===== src/include/lpss_pkg.sv =====
// Constants and carrier types for the panel power-save sequencer
//
// Overview of operation
// Hardware input low or unconfigured: decode two software bits, 00 save, 11 normal.
// Hardware save input configured and high forces hardware power save.
// Software save stops refresh, powers panel down, keeps register and memory access.
// Colour lookup table access allowed only in normal operation.
// Hardware save disables the whole host bus interface.
// Power save halts sequencer, stops display, holds panel power inactive; the code keeps power active for the FRAMES-frame ST_DN_WAIT delay first.
// Power save drives panel data, shift, line, frame and data-valid low.
// Upper four data pins assigned to general I/O are not forced low.
// After reset panel power inactive and panel outputs low until power-up.
// Writing 11b to bits 1:0 of register 03h starts power-up.
// Wait 127 frames between panel power step and signal step.
// Host programs registers first, lookup table only after bits set to 11b.
// Power-down on entering software save, power-up on leaving it.
// Host stops bus clock low and glitch free.
// Host keeps bus clock eight bus plus twelve memory clocks after access.
// Host restarts bus clock one period before next access.
// Memory access needs bus and input clock; registers need only bus clock.
// In software save host keeps bus clock; input clock stops after 128 frames.
// In hardware save bus clock optional; input clock stops after 128 frames.
// Reserved software codes act as power save, outputs low, refresh stopped.
package lpss_pkg;
	localparam logic [7:0] LPSS_REG_PWR = 8'h03;
	localparam logic [7:0] LPSS_REG_STAT = 8'h04;
	localparam logic [7:0] LPSS_REG_GPIO = 8'h05;
	localparam logic [1:0] LPSS_SW_SAVE = 2'h0;
	localparam logic [1:0] LPSS_SW_NORMAL = 2'h3;
	localparam logic [1:0] LPSS_PWR_RST = 2'h0;
	localparam int LPSS_SEQ_FRAMES = 127;
	localparam int LPSS_DATA_W = 12;
	localparam int LPSS_GPIO_LO = 8;
	typedef enum logic [1:0] {
		LPSS_MODE_NORMAL,
		LPSS_MODE_SW_SAVE,
		LPSS_MODE_HW_SAVE
	} lpss_mode_t;
	typedef struct packed {
		logic [11:0] data;
		logic shift;
		logic line;
		logic frame;
		logic valid;
	} lpss_panel_t;
endpackage : lpss_pkg


===== src/hdl/lpss_sequencer.sv =====
// Panel power-save mode selection, access gating and power sequencing
//
// Strobed register access and the register addresses are this design's own decisions.
`timescale 1ns/1ps
`default_nettype none
module lpss_sequencer
	import lpss_pkg::*;
#(
	parameter int FRAMES = LPSS_SEQ_FRAMES
) (
	input wire logic i_clk,
	input wire logic i_rstn,
	input wire logic i_hw_save_cfg,
	input wire logic i_hw_save,
	input wire logic i_frame_tick,
	input wire logic [7:0] i_addr,
	input wire logic [7:0] i_wdata,
	input wire logic i_wr,
	input wire logic i_rd,
	output logic [7:0] o_rdata,
	input wire logic i_lut_sel,
	input wire logic i_mem_sel,
	input wire logic i_reg_sel,
	output logic o_lut_ok,
	output logic o_mem_ok,
	output logic o_reg_ok,
	output logic o_refresh_en,
	output logic o_seq_run,
	input wire lpss_panel_t i_panel,
	output lpss_panel_t o_panel,
	output logic o_panel_power_enable
);
	typedef enum logic [2:0] {
		ST_OFF, ST_PWR_WAIT, ST_ON, ST_DN_WAIT
	} lpss_seq_t;

	logic hw_s1_r, hw_s2_r, tk_s1_r, tk_s2_r, tk_d_r;
	logic [1:0] pwr_r;
	logic gpio_r;
	logic [7:0] rdata_r;
	lpss_seq_t st_r;
	logic [7:0] cnt_r;
	lpss_mode_t mode;
	logic normal, tick, bus_en;
	lpss_panel_t pan_r;
	logic pwr_en_r;

	// Pins are asynchronous to i_clk
	always_ff @(posedge i_clk or negedge i_rstn) begin
		if (!i_rstn) begin
			hw_s1_r <= 1'b0;
			hw_s2_r <= 1'b0;
			tk_s1_r <= 1'b0;
			tk_s2_r <= 1'b0;
			tk_d_r <= 1'b0;
		end else begin
			hw_s1_r <= i_hw_save;
			hw_s2_r <= hw_s1_r;
			tk_s1_r <= i_frame_tick;
			tk_s2_r <= tk_s1_r;
			tk_d_r <= tk_s2_r;
		end
	end
	assign tick = tk_s2_r & ~tk_d_r;

	always_comb begin
		if (i_hw_save_cfg && hw_s2_r)
			mode = LPSS_MODE_HW_SAVE;
		else if (pwr_r == LPSS_SW_NORMAL)
			mode = LPSS_MODE_NORMAL;
		else
			mode = LPSS_MODE_SW_SAVE; // Reserved codes save too
	end
	assign normal = (mode == LPSS_MODE_NORMAL);
	assign bus_en = (mode != LPSS_MODE_HW_SAVE);

	// Register and memory ports stay up in software save
	assign o_reg_ok = i_reg_sel & bus_en;
	assign o_mem_ok = i_mem_sel & bus_en;
	assign o_lut_ok = i_lut_sel & normal;

	always_ff @(posedge i_clk or negedge i_rstn) begin
		if (!i_rstn) begin
			pwr_r <= LPSS_PWR_RST;
			gpio_r <= 1'b0;
		end else if (i_wr && bus_en) begin
			if (i_addr == LPSS_REG_PWR)
				pwr_r <= i_wdata[1:0];
			if (i_addr == LPSS_REG_GPIO)
				gpio_r <= i_wdata[0];
		end
	end

	always_ff @(posedge i_clk or negedge i_rstn) begin
		if (!i_rstn)
			rdata_r <= 8'h00;
		else if (i_rd && bus_en) begin
			case (i_addr)
				LPSS_REG_PWR: rdata_r <= {6'h00, pwr_r};
				LPSS_REG_STAT: rdata_r <= {3'h0, pwr_en_r, 1'b0, st_r};
				LPSS_REG_GPIO: rdata_r <= {7'h00, gpio_r};
				default: rdata_r <= 8'h00;
			endcase
		end else
			rdata_r <= 8'h00;
	end
	assign o_rdata = rdata_r;

	// Power enable leads signals on power-up and trails them on power-down
	always_ff @(posedge i_clk or negedge i_rstn) begin
		if (!i_rstn) begin
			st_r <= ST_OFF;
			cnt_r <= 8'h00;
		end else begin
			case (st_r)
				ST_OFF: if (normal) begin
					st_r <= ST_PWR_WAIT;
					cnt_r <= 8'h00;
				end
				ST_PWR_WAIT: if (!normal) st_r <= ST_OFF;
					else if (tick) begin
						if (cnt_r == 8'(FRAMES - 1))
							st_r <= ST_ON;
						cnt_r <= cnt_r + 8'h01;
					end
				ST_ON: if (!normal) begin
					st_r <= ST_DN_WAIT;
					cnt_r <= 8'h00;
				end
				// Panel still powered, so a return to normal re-waits signals
				ST_DN_WAIT: if (normal) begin
					st_r <= ST_PWR_WAIT;
					cnt_r <= 8'h00;
				end else if (tick) begin
					if (cnt_r == 8'(FRAMES - 1))
						st_r <= ST_OFF;
					cnt_r <= cnt_r + 8'h01;
				end
				default: st_r <= ST_OFF;
			endcase
		end
	end

	assign o_seq_run = normal;
	assign o_refresh_en = normal;

	// Panel outputs registered; forced low except in normal operation with the sequence in ST_ON, upper four data bits follow i_panel when gpio_r is set
	always_ff @(posedge i_clk or negedge i_rstn) begin
		if (!i_rstn) begin
			pan_r <= '0;
			pwr_en_r <= 1'b0;
		end else begin
			// Power trails the signals by the sequence delay on the way down
			pwr_en_r <= (st_r == ST_ON) || (st_r == ST_DN_WAIT) ||
				(normal && st_r == ST_PWR_WAIT);
			if (normal && st_r == ST_ON)
				pan_r <= i_panel;
			else begin
				pan_r <= '0;
				if (gpio_r)
					pan_r.data[LPSS_DATA_W-1:LPSS_GPIO_LO] <=
						i_panel.data[LPSS_DATA_W-1:LPSS_GPIO_LO];
			end
		end
	end
	assign o_panel = pan_r;
	assign o_panel_power_enable = pwr_en_r;
endmodule : lpss_sequencer
`default_nettype wire


===== config.mk =====
export PLATFORM = sky130hd
export DESIGN_NAME = lpss_sequencer
export DESIGN_NICKNAME = d
export VERILOG_FILES = /design/src/include/lpss_pkg.sv /design/src/hdl/lpss_sequencer.sv
export SDC_FILE = /design/constraint.sdc
export NUM_CORES = 1
export LEC_CHECK = 0
export BUFFER_PORTS_ARGS = -buffer_cell sky130_fd_sc_hd__clkbuf_2
export CORE_MARGIN = 1.5
export CORE_UTILIZATION = 45
export DETAILED_ROUTE_END_ITERATION = 6
export PLACE_DENSITY = 0.83
export SYNTH_ARGS = -nofsm -noshare
export SYNTH_HDL_FRONTEND = slang
export SYNTH_SLANG_ARGS = --single-unit

===== constraint.sdc =====
create_clock -name i_clk -period 1.75 [get_ports i_clk]
set_clock_uncertainty 0.05 [all_clocks]
set_input_delay 0.0875 -clock i_clk [delete_from_list [all_inputs] [get_ports i_clk]]
set_output_delay 0.0875 -clock i_clk [all_outputs]
set_load 0.02 [all_outputs]

==> run summary, run 1 <==
Resize count post-CTS: 0
Num ports: 72
Grt total ovfl: 0
Critical Path Start: hw_s2_r$_DFF_PN0_
DR vias: 1530
Leak: 1.24 nW
Main combinational cell family by area after synthesis: simple AND/OR/NAND/NOR gates
Yosys Warn Count: 0
DRT Pass-1 Iters: 4
Critical path class: flop to flop
Post-DP HPWL: 2710 um
Most common cell after layout, fill and taps aside: clkbuf_2
Root buf cell: clkbuf_8
Avg Cell Area, Syn: 11.1 um2
CP max-delay cell: dfrtp_1
CTS buffer count: 5
DR DRC count: 0
Max Cap Viol: 0
Vias/cell: 5.07
Setup TNS: 0 ps
Deepest clock path buffer count: 2
Core Util, Final: 0.665
Crit start category: flop
Reg2reg start: hw_s2_r$_DFF_PN0_
Post-synthesis xor/xnor area fraction: 0
ANT cells: 0
Crit path max fanout: 6
Commonest cells after routing, fill and taps aside: clkbuf_2 (60), dfrtp_1 (38), dlygate4sd3_1 (22)
Site row count: 22
Total GRT Usage: 0.208
Max rail drop VDD: 0.000588 V
Status: finished clean
Post-synthesis mux area share: 0.0214
CP peak stage delay: 340 ps
CTS Sinks: 38
Total core area: 3720 um2
Tcrit/Tclk final: 0.930
Clock transition at the registers of the reported paths: 70 ps
Seq cells post-synth: 38
Register area share after synthesis: 0.541
Top cells by area, synth: dfrtp_1 (54%), and2_1 (5.7%), buf_4 (3.0%)
Initial Util: 0.473
PD cells: 682 nW/um2
Post-synth design cell area: 1760 um2
Final setup fails: 0
Global-route wire length before repair: 6730 um
CTS tree: built
Critical-path cell list: and2_0 > buf_4 > nor3_1 > buf_4 > a22o_1 > a211o_1
H-tree Lvls: 2
Post-Layout Inst Area: 2470 um2
Arrival @ worst endpoint: 1760 ps
Final hold violations: 0
WL final: 3920 um
IO Port Bufs: 60
Largest net degree at the start of global routing: 39
Worst min path class: input pin to flop
Compound-Gate Fraction of Synth Area: 0.136
Antenna viol nets, final: 0
Most frequent CP cell: buf_4
F_max: 615 MHz
Nature of the critical path endpoint: flop
Synth area leader: dfrtp_1
WHS: 57.2 ps
Layout area overhead: 40.6%
Area share of the largest cell type after synthesis: 0.541
RSZ-0062 raised after global routing: no
Die Width: 65.5 um
Bufs and invs on worst path: 2
Placed Instance Area: 2150 um2
Min-delay src: i_addr[0]
Simple-Gate Fraction of Synth Area: 0.234
Share of cells above drive strength 1: 0.343
Final min period: 1630 ps
Cells after Synth: 158
Vias in the first global route: 1583
Clock insertion delay at the later pin of the skew report: 290 ps
Initial antenna violation count: 0
Yosys cell types: 42
DR WL/cell: 13.0 um
Routability Congestion: 0.789
CP Data Required Time: 1880 ps
DR iter-0 viols: 66
Nets: 297
Max-slew violation count: 0
Area of the die: 4290 um2
Cell family with most CP delay: compound AO/OA/AOI/OAI gates
Post-Synth Adder-Cell Area: 0.0142
Die height: 65.5 um
## kinds of logic (layout without fill, tap and decap cells)
logic type / after synthesis / after routing
adders and majority gates: 2 / 2
other: 1 / 5
buffers and inverters: 15 / 107
and+or+nand+nor: 65 / 65
muxes: 3 / 3
DFF: 38 / 38
AOI/OAI and AO/OA: 34 / 34
## state kept, by name (all words and copies together), names as in the netlist, 2 cells and up
name	flops
o_panel	16
cnt_r	8
o_rdata	3
pwr_r	2
st_r	2
## tightest hold or removal path, cell delays in order
cell and delay [ps]:
clkbuf_2 120, nor2b_1 60, nand2_1 60, nor2_1 30
## Yosys cell counts (all sizes together)
master	count
a21oi	8
a211oi	2
a211o	1
nand2	11
a22o	3
o221ai	3
nand2b	2
and3	3
nor3	5
nor2	7
and4b	3
o21a	4
or4	5
o211ai	1
a31oi	1
ha	2
mux2	3
nand4b	1
and2	18
buf	9
o21ai	2
conb	1
a32oi	1
nand3b	1
nor2b	2
o31ai	4
dfrtp	38
inv	4
nand3	3
clkbuf	2
a22oi	4
nand4	2
nor4	2
## metal layers
metal,GRT usage,vias to the layer above,share of wire
li1,-,749,-
met1,0.239,723,0.41
met2,0.358,50,0.52
met3,0.0599,8,0.056
met4,0.0911,0,0.016
met5,0,-,0
## power by group
part	total [mW]	internal [mW]	switching, mW
combinational	0.165	0.0861	0.0786
clock	0.616	0.316	0.300
sequential	0.902	0.891	0.0113
total	1.68	1.29	0.390
## layout make-up
| cell class | count | area, um2 |
|---|---|---|
| flip-flops and latches | 38 | 951 |
| inverters | 4 | 15.0 |
| well taps | 48 | 60.1 |
| clock inverters | 2 | 12.5 |
| fillers | 288 | 1250 |
| repair buffers | 95 | 618 |
| clock buffers | 6 | 82.6 |
| multi-input cells | 109 | 731 |
## stage by stage
stage | setup slack, ps | power, mW | cells
6_report | 123 | 1.68 | 302
3_5_place_dp | 135 | 1.04 | 272
3_3_place_gp | 141 | 1.04 | 272
4_1_cts | 124 | 1.70 | 302
2_1_floorplan | 203 | 0.976 | 162
5_1_grt | 14.6 | 1.76 | 302
## path summary, 6_finish.rpt
path | endpoint | depth (start not counted) | slack (ps)
setup reg to reg | cnt_r[5]$_DFFE_PN0P_ | 6 | 120
hold reg to reg | hw_s2_r$_DFF_PN0_ | 0 | 310
setup / recovery | cnt_r[5]$_DFFE_PN0P_ | 6 | 120
max in group asynchronous | o_panel[11]$_DFF_PN0_ | 3 | 1000
hold / removal | o_rdata[4]$_DFF_PN0_ | 4 | 60
min in group asynchronous | cnt_r[1]$_DFFE_PN0P_ | 3 | 330
## repair_timing
item                                   4_1_cts  5_1_grt
endpoints found under the hold margin       62        0
hold buffers                                22        0
setup buffers                                0        0
No activity file was read; power rests on OpenSTA's default activity.
==> run 2, diff against run 1 <==
PLACE_DENSITY = default   (was 0.83)
PLACE_DENSITY_LB_ADDON = 0.05   (was default)
SETUP_SLACK_MARGIN = 0.3   (was default)
==> run 2 against run 1 <==
Sequential cell count stayed put; setup slack better by 52 ps; largest cell class unchanged; sequential share of layout area decreased by 4.5 points; die area unchanged; count of clock-buffer cells in the layout stayed put; wire length grew 20%; sequential power is essentially flat; fmax increased by 3.3%; highest routed layer unchanged; register-to-register slack improved by 50 ps; first-iteration DRC count up 14%; clock power is 1% higher.
==> run summary, run 2 (synthesis results as in run 1) <==
P_int: 1.31 mW (was 1.29 mW)
Arrival @ worst endpoint: 1740 ps (was 1760 ps)
Setup WS post-layout: 175 ps (was 123 ps)
Reg2reg start: pwr_r[0]$_DFFE_PN0P_ (was hw_s2_r$_DFF_PN0_)
Max rail drop VDD: 0.000482 V (was 0.000588 V)
Nature of the critical path endpoint: flop (unchanged)
Post-DP HPWL: 2740 um (was 2710 um)
Total GRT Usage: 0.234 (was 0.208)
Routability Congestion: 0.818 (was 0.789)
Cell family with most CP delay: simple AND/OR/NAND/NOR gates (was compound AO/OA/AOI/OAI gates)
Antenna viol nets, final: 0 (unchanged)
CP max-delay cell: or4_4 (was dfrtp_1)
Root buf cell: clkbuf_8 (unchanged)
CTS tree: built (unchanged)
Hold path depth: 4 (unchanged)
Die Width: 65.5 um (unchanged)
Status: finished clean (unchanged)
Max-slew violation count: 0 (unchanged)
Layout area overhead: 59.8% (was 40.6%)
Hold Path Sink: o_rdata[4]$_DFF_PN0_ (unchanged)
DR top layer: met4 (unchanged)
Setup TNS: 0 ps (unchanged)
Critical-path cell list: and2_4 > a21oi_4 > buf_6 > or4_4 > a21oi_2 (was and2_0 > buf_4 > nor3_1 > buf_4 > a22o_1 > a211o_1)
Pre-CTS WS: 60.7 ps (was 135 ps)
Crit path max fanout: 5 (was 6)
Max reg flops: 16 (unchanged)
DR WL/cell: 14.6 um (was 13.0 um)
DRT Pass-1 Iters: 4 (unchanged)
IO Port Bufs: 60 (unchanged)
Share of cells above drive strength 1: 0.522 (was 0.343)
Largest net degree at the start of global routing: 39 (unchanged)
Vias in the first global route: 1741 (was 1583)
Flop2flop setup slack: 180 ps (was 120 ps)
Leak: 1.40 nW (was 1.24 nW)
Routed wl met3: 183 um (was 219 um)
DR DRC count: 0 (unchanged)
Worst r2r path cells: 5 (was 6)
Final setup fails: 0 (unchanged)
Most common cell after layout, fill and taps aside: clkbuf_2 (unchanged)
Met2 WL: 2520 um (was 2030 um)
Grt total ovfl: 0 (unchanged)
Seq pwr share: 0.523 (was 0.536)
Area of the die: 4290 um2 (unchanged)
Clock transition at the registers of the reported paths: 80 ps (was 70 ps)
Initial antenna violation count: 0 (unchanged)
Die height: 65.5 um (unchanged)
Nets: 319 (was 297)
Min-delay src: i_addr[0] (unchanged)
Max Cap Viol: 0 (unchanged)
Clock network power share: 0.362 (was 0.366)
Final min period: 1570 ps (was 1630 ps)
Total core area: 3720 um2 (unchanged)
RR Endpoint: cnt_r[7]$_DFFE_PN0P_ (was cnt_r[5]$_DFFE_PN0P_)
Tcrit/Tclk final: 0.900 (was 0.930)
Deepest clock path buffer count: 2 (unchanged)
CP peak stage delay: 500 ps (was 340 ps)
ANT cells: 0 (unchanged)
H-tree Lvls: 2 (unchanged)
Bufs and invs on worst path: 1 (was 2)
Num ports: 72 (unchanged)
CP Data Required Time: 1920 ps (was 1880 ps)
DR vias: 1635 (was 1530)
Initial Util: 0.473 (unchanged)
Filler cells: 259 (was 288)
Logic pwr share: 0.116 (was 0.098)
PD cells: 614 nW/um2 (was 682 nW/um2)
P_sw: 411 uW (was 390 uW)
Critical path class: flop to flop (unchanged)
Clock insertion delay at the later pin of the skew report: 290 ps (about the same)
Commonest cells after routing, fill and taps aside: clkbuf_2 (58), dfrtp_1 (34), buf_4 (28) (was clkbuf_2 (60), dfrtp_1 (38), dlygate4sd3_1 (22))
F_max: 635 MHz (was 615 MHz)
Crit start category: flop (unchanged)
CTS Sinks: 38 (unchanged)
Sw Ratio: 0.238 (was 0.232)
Final hold violations: 0 (unchanged)
Worst min path class: input pin to flop (unchanged)
Site row count: 22 (unchanged)
Global-route wire length before repair: 7620 um (was 6730 um)
Pwr Total: 1.72 mW (was 1.68 mW)
RSZ-0062 raised after global routing: yes (was no)
WL final: 4720 um (was 3920 um)
Met1 wire length: 1940 um (was 1610 um)
Vias/cell: 5.05 (was 5.07)
DR iter-0 viols: 75 (was 66)
CTS buffer count: 5 (unchanged)
run 2: worst min-delay path: stages:
cell	delay (ps)
clkbuf_2	120
nor2b_1	60
nand2_1	60
nor2_1	30
run 2: worst max-delay path by stage:
stage                         start              endpoint  slack, ps  cells after the start
5_1_grt           hw_s2_r$_DFF_PN0_  cnt_r[7]$_DFFE_PN0P_        110                      6
3_5_place_dp    st_r[1]$_DFFE_PN0P_  o_panel[7]$_DFF_PN0_         60                      4
4_1_cts        pwr_r[0]$_DFFE_PN0P_  cnt_r[6]$_DFFE_PN0P_        190                      5
6_report       pwr_r[0]$_DFFE_PN0P_  cnt_r[7]$_DFFE_PN0P_        180                      5
2_1_floorplan     hw_s2_r$_DFF_PN0_  cnt_r[4]$_DFFE_PN0P_        300                      6
3_3_place_gp    st_r[1]$_DFFE_PN0P_  cnt_r[7]$_DFFE_PN0P_        110                      4
run 2: layout make-up:
type | instances | area [um2] | share of cell area
Sequential cell | 38 | 956 | 0.340
Multi-Input combinational cell | 109 | 852 | 0.303
Timing Repair Buffer | 117 | 827 | 0.295
Clock buffer | 6 | 82.6 | 0.0294
Tap cell | 48 | 60.1 | 0.0214
Inverter | 4 | 17.5 | 0.00624
Clock inverter | 2 | 12.5 | 0.00446
run 2: routing by layer:
layer,up-vias,GRT usage
met1,778,0.265
met3,9,0.0531
li1,795,-
met2,53,0.423
met5,-,0
met4,0,0.0911
run 2: power groups by stage:
stage / combinational [mW] / sequential (mW) / clock (mW)
2_1_floorplan: 0.0578 / 0.919 / 0
3_3_place_gp: 0.121 / 0.918 / 0
3_5_place_dp: 0.124 / 0.919 / 0
4_1_cts: 0.186 / 0.901 / 0.634
5_1_grt: 0.217 / 0.903 / 0.679
6_report: 0.199 / 0.901 / 0.624
run 2: stage by stage:
| stage | hold WS [ps] | area (um2) | util | std cells |
|---|---|---|---|---|
| 6_report | 63.4 | 2810 | 0.756 | 324 |
| 5_1_grt | 84.1 | 2810 | 0.756 | 324 |
| 4_1_cts | 57.5 | 2700 | 0.725 | 319 |
| 3_5_place_dp | 108 | 2130 | 0.572 | 268 |
| 3_3_place_gp | 103 | 2130 | 0.572 | 268 |
| 2_1_floorplan | -258 | 1780 | - | 162 |
run 2: timing repair:
action | in CTS | in global routing
pin swaps | 19 | 10
endpoints found under the setup margin | 31 | 34
buffers inserted | 19 | 5
gates cloned | 2 | 0
gates resized for setup | 33 | 23
hold buffers | 22 | 0
hold endpoints to repair | 62 | 0
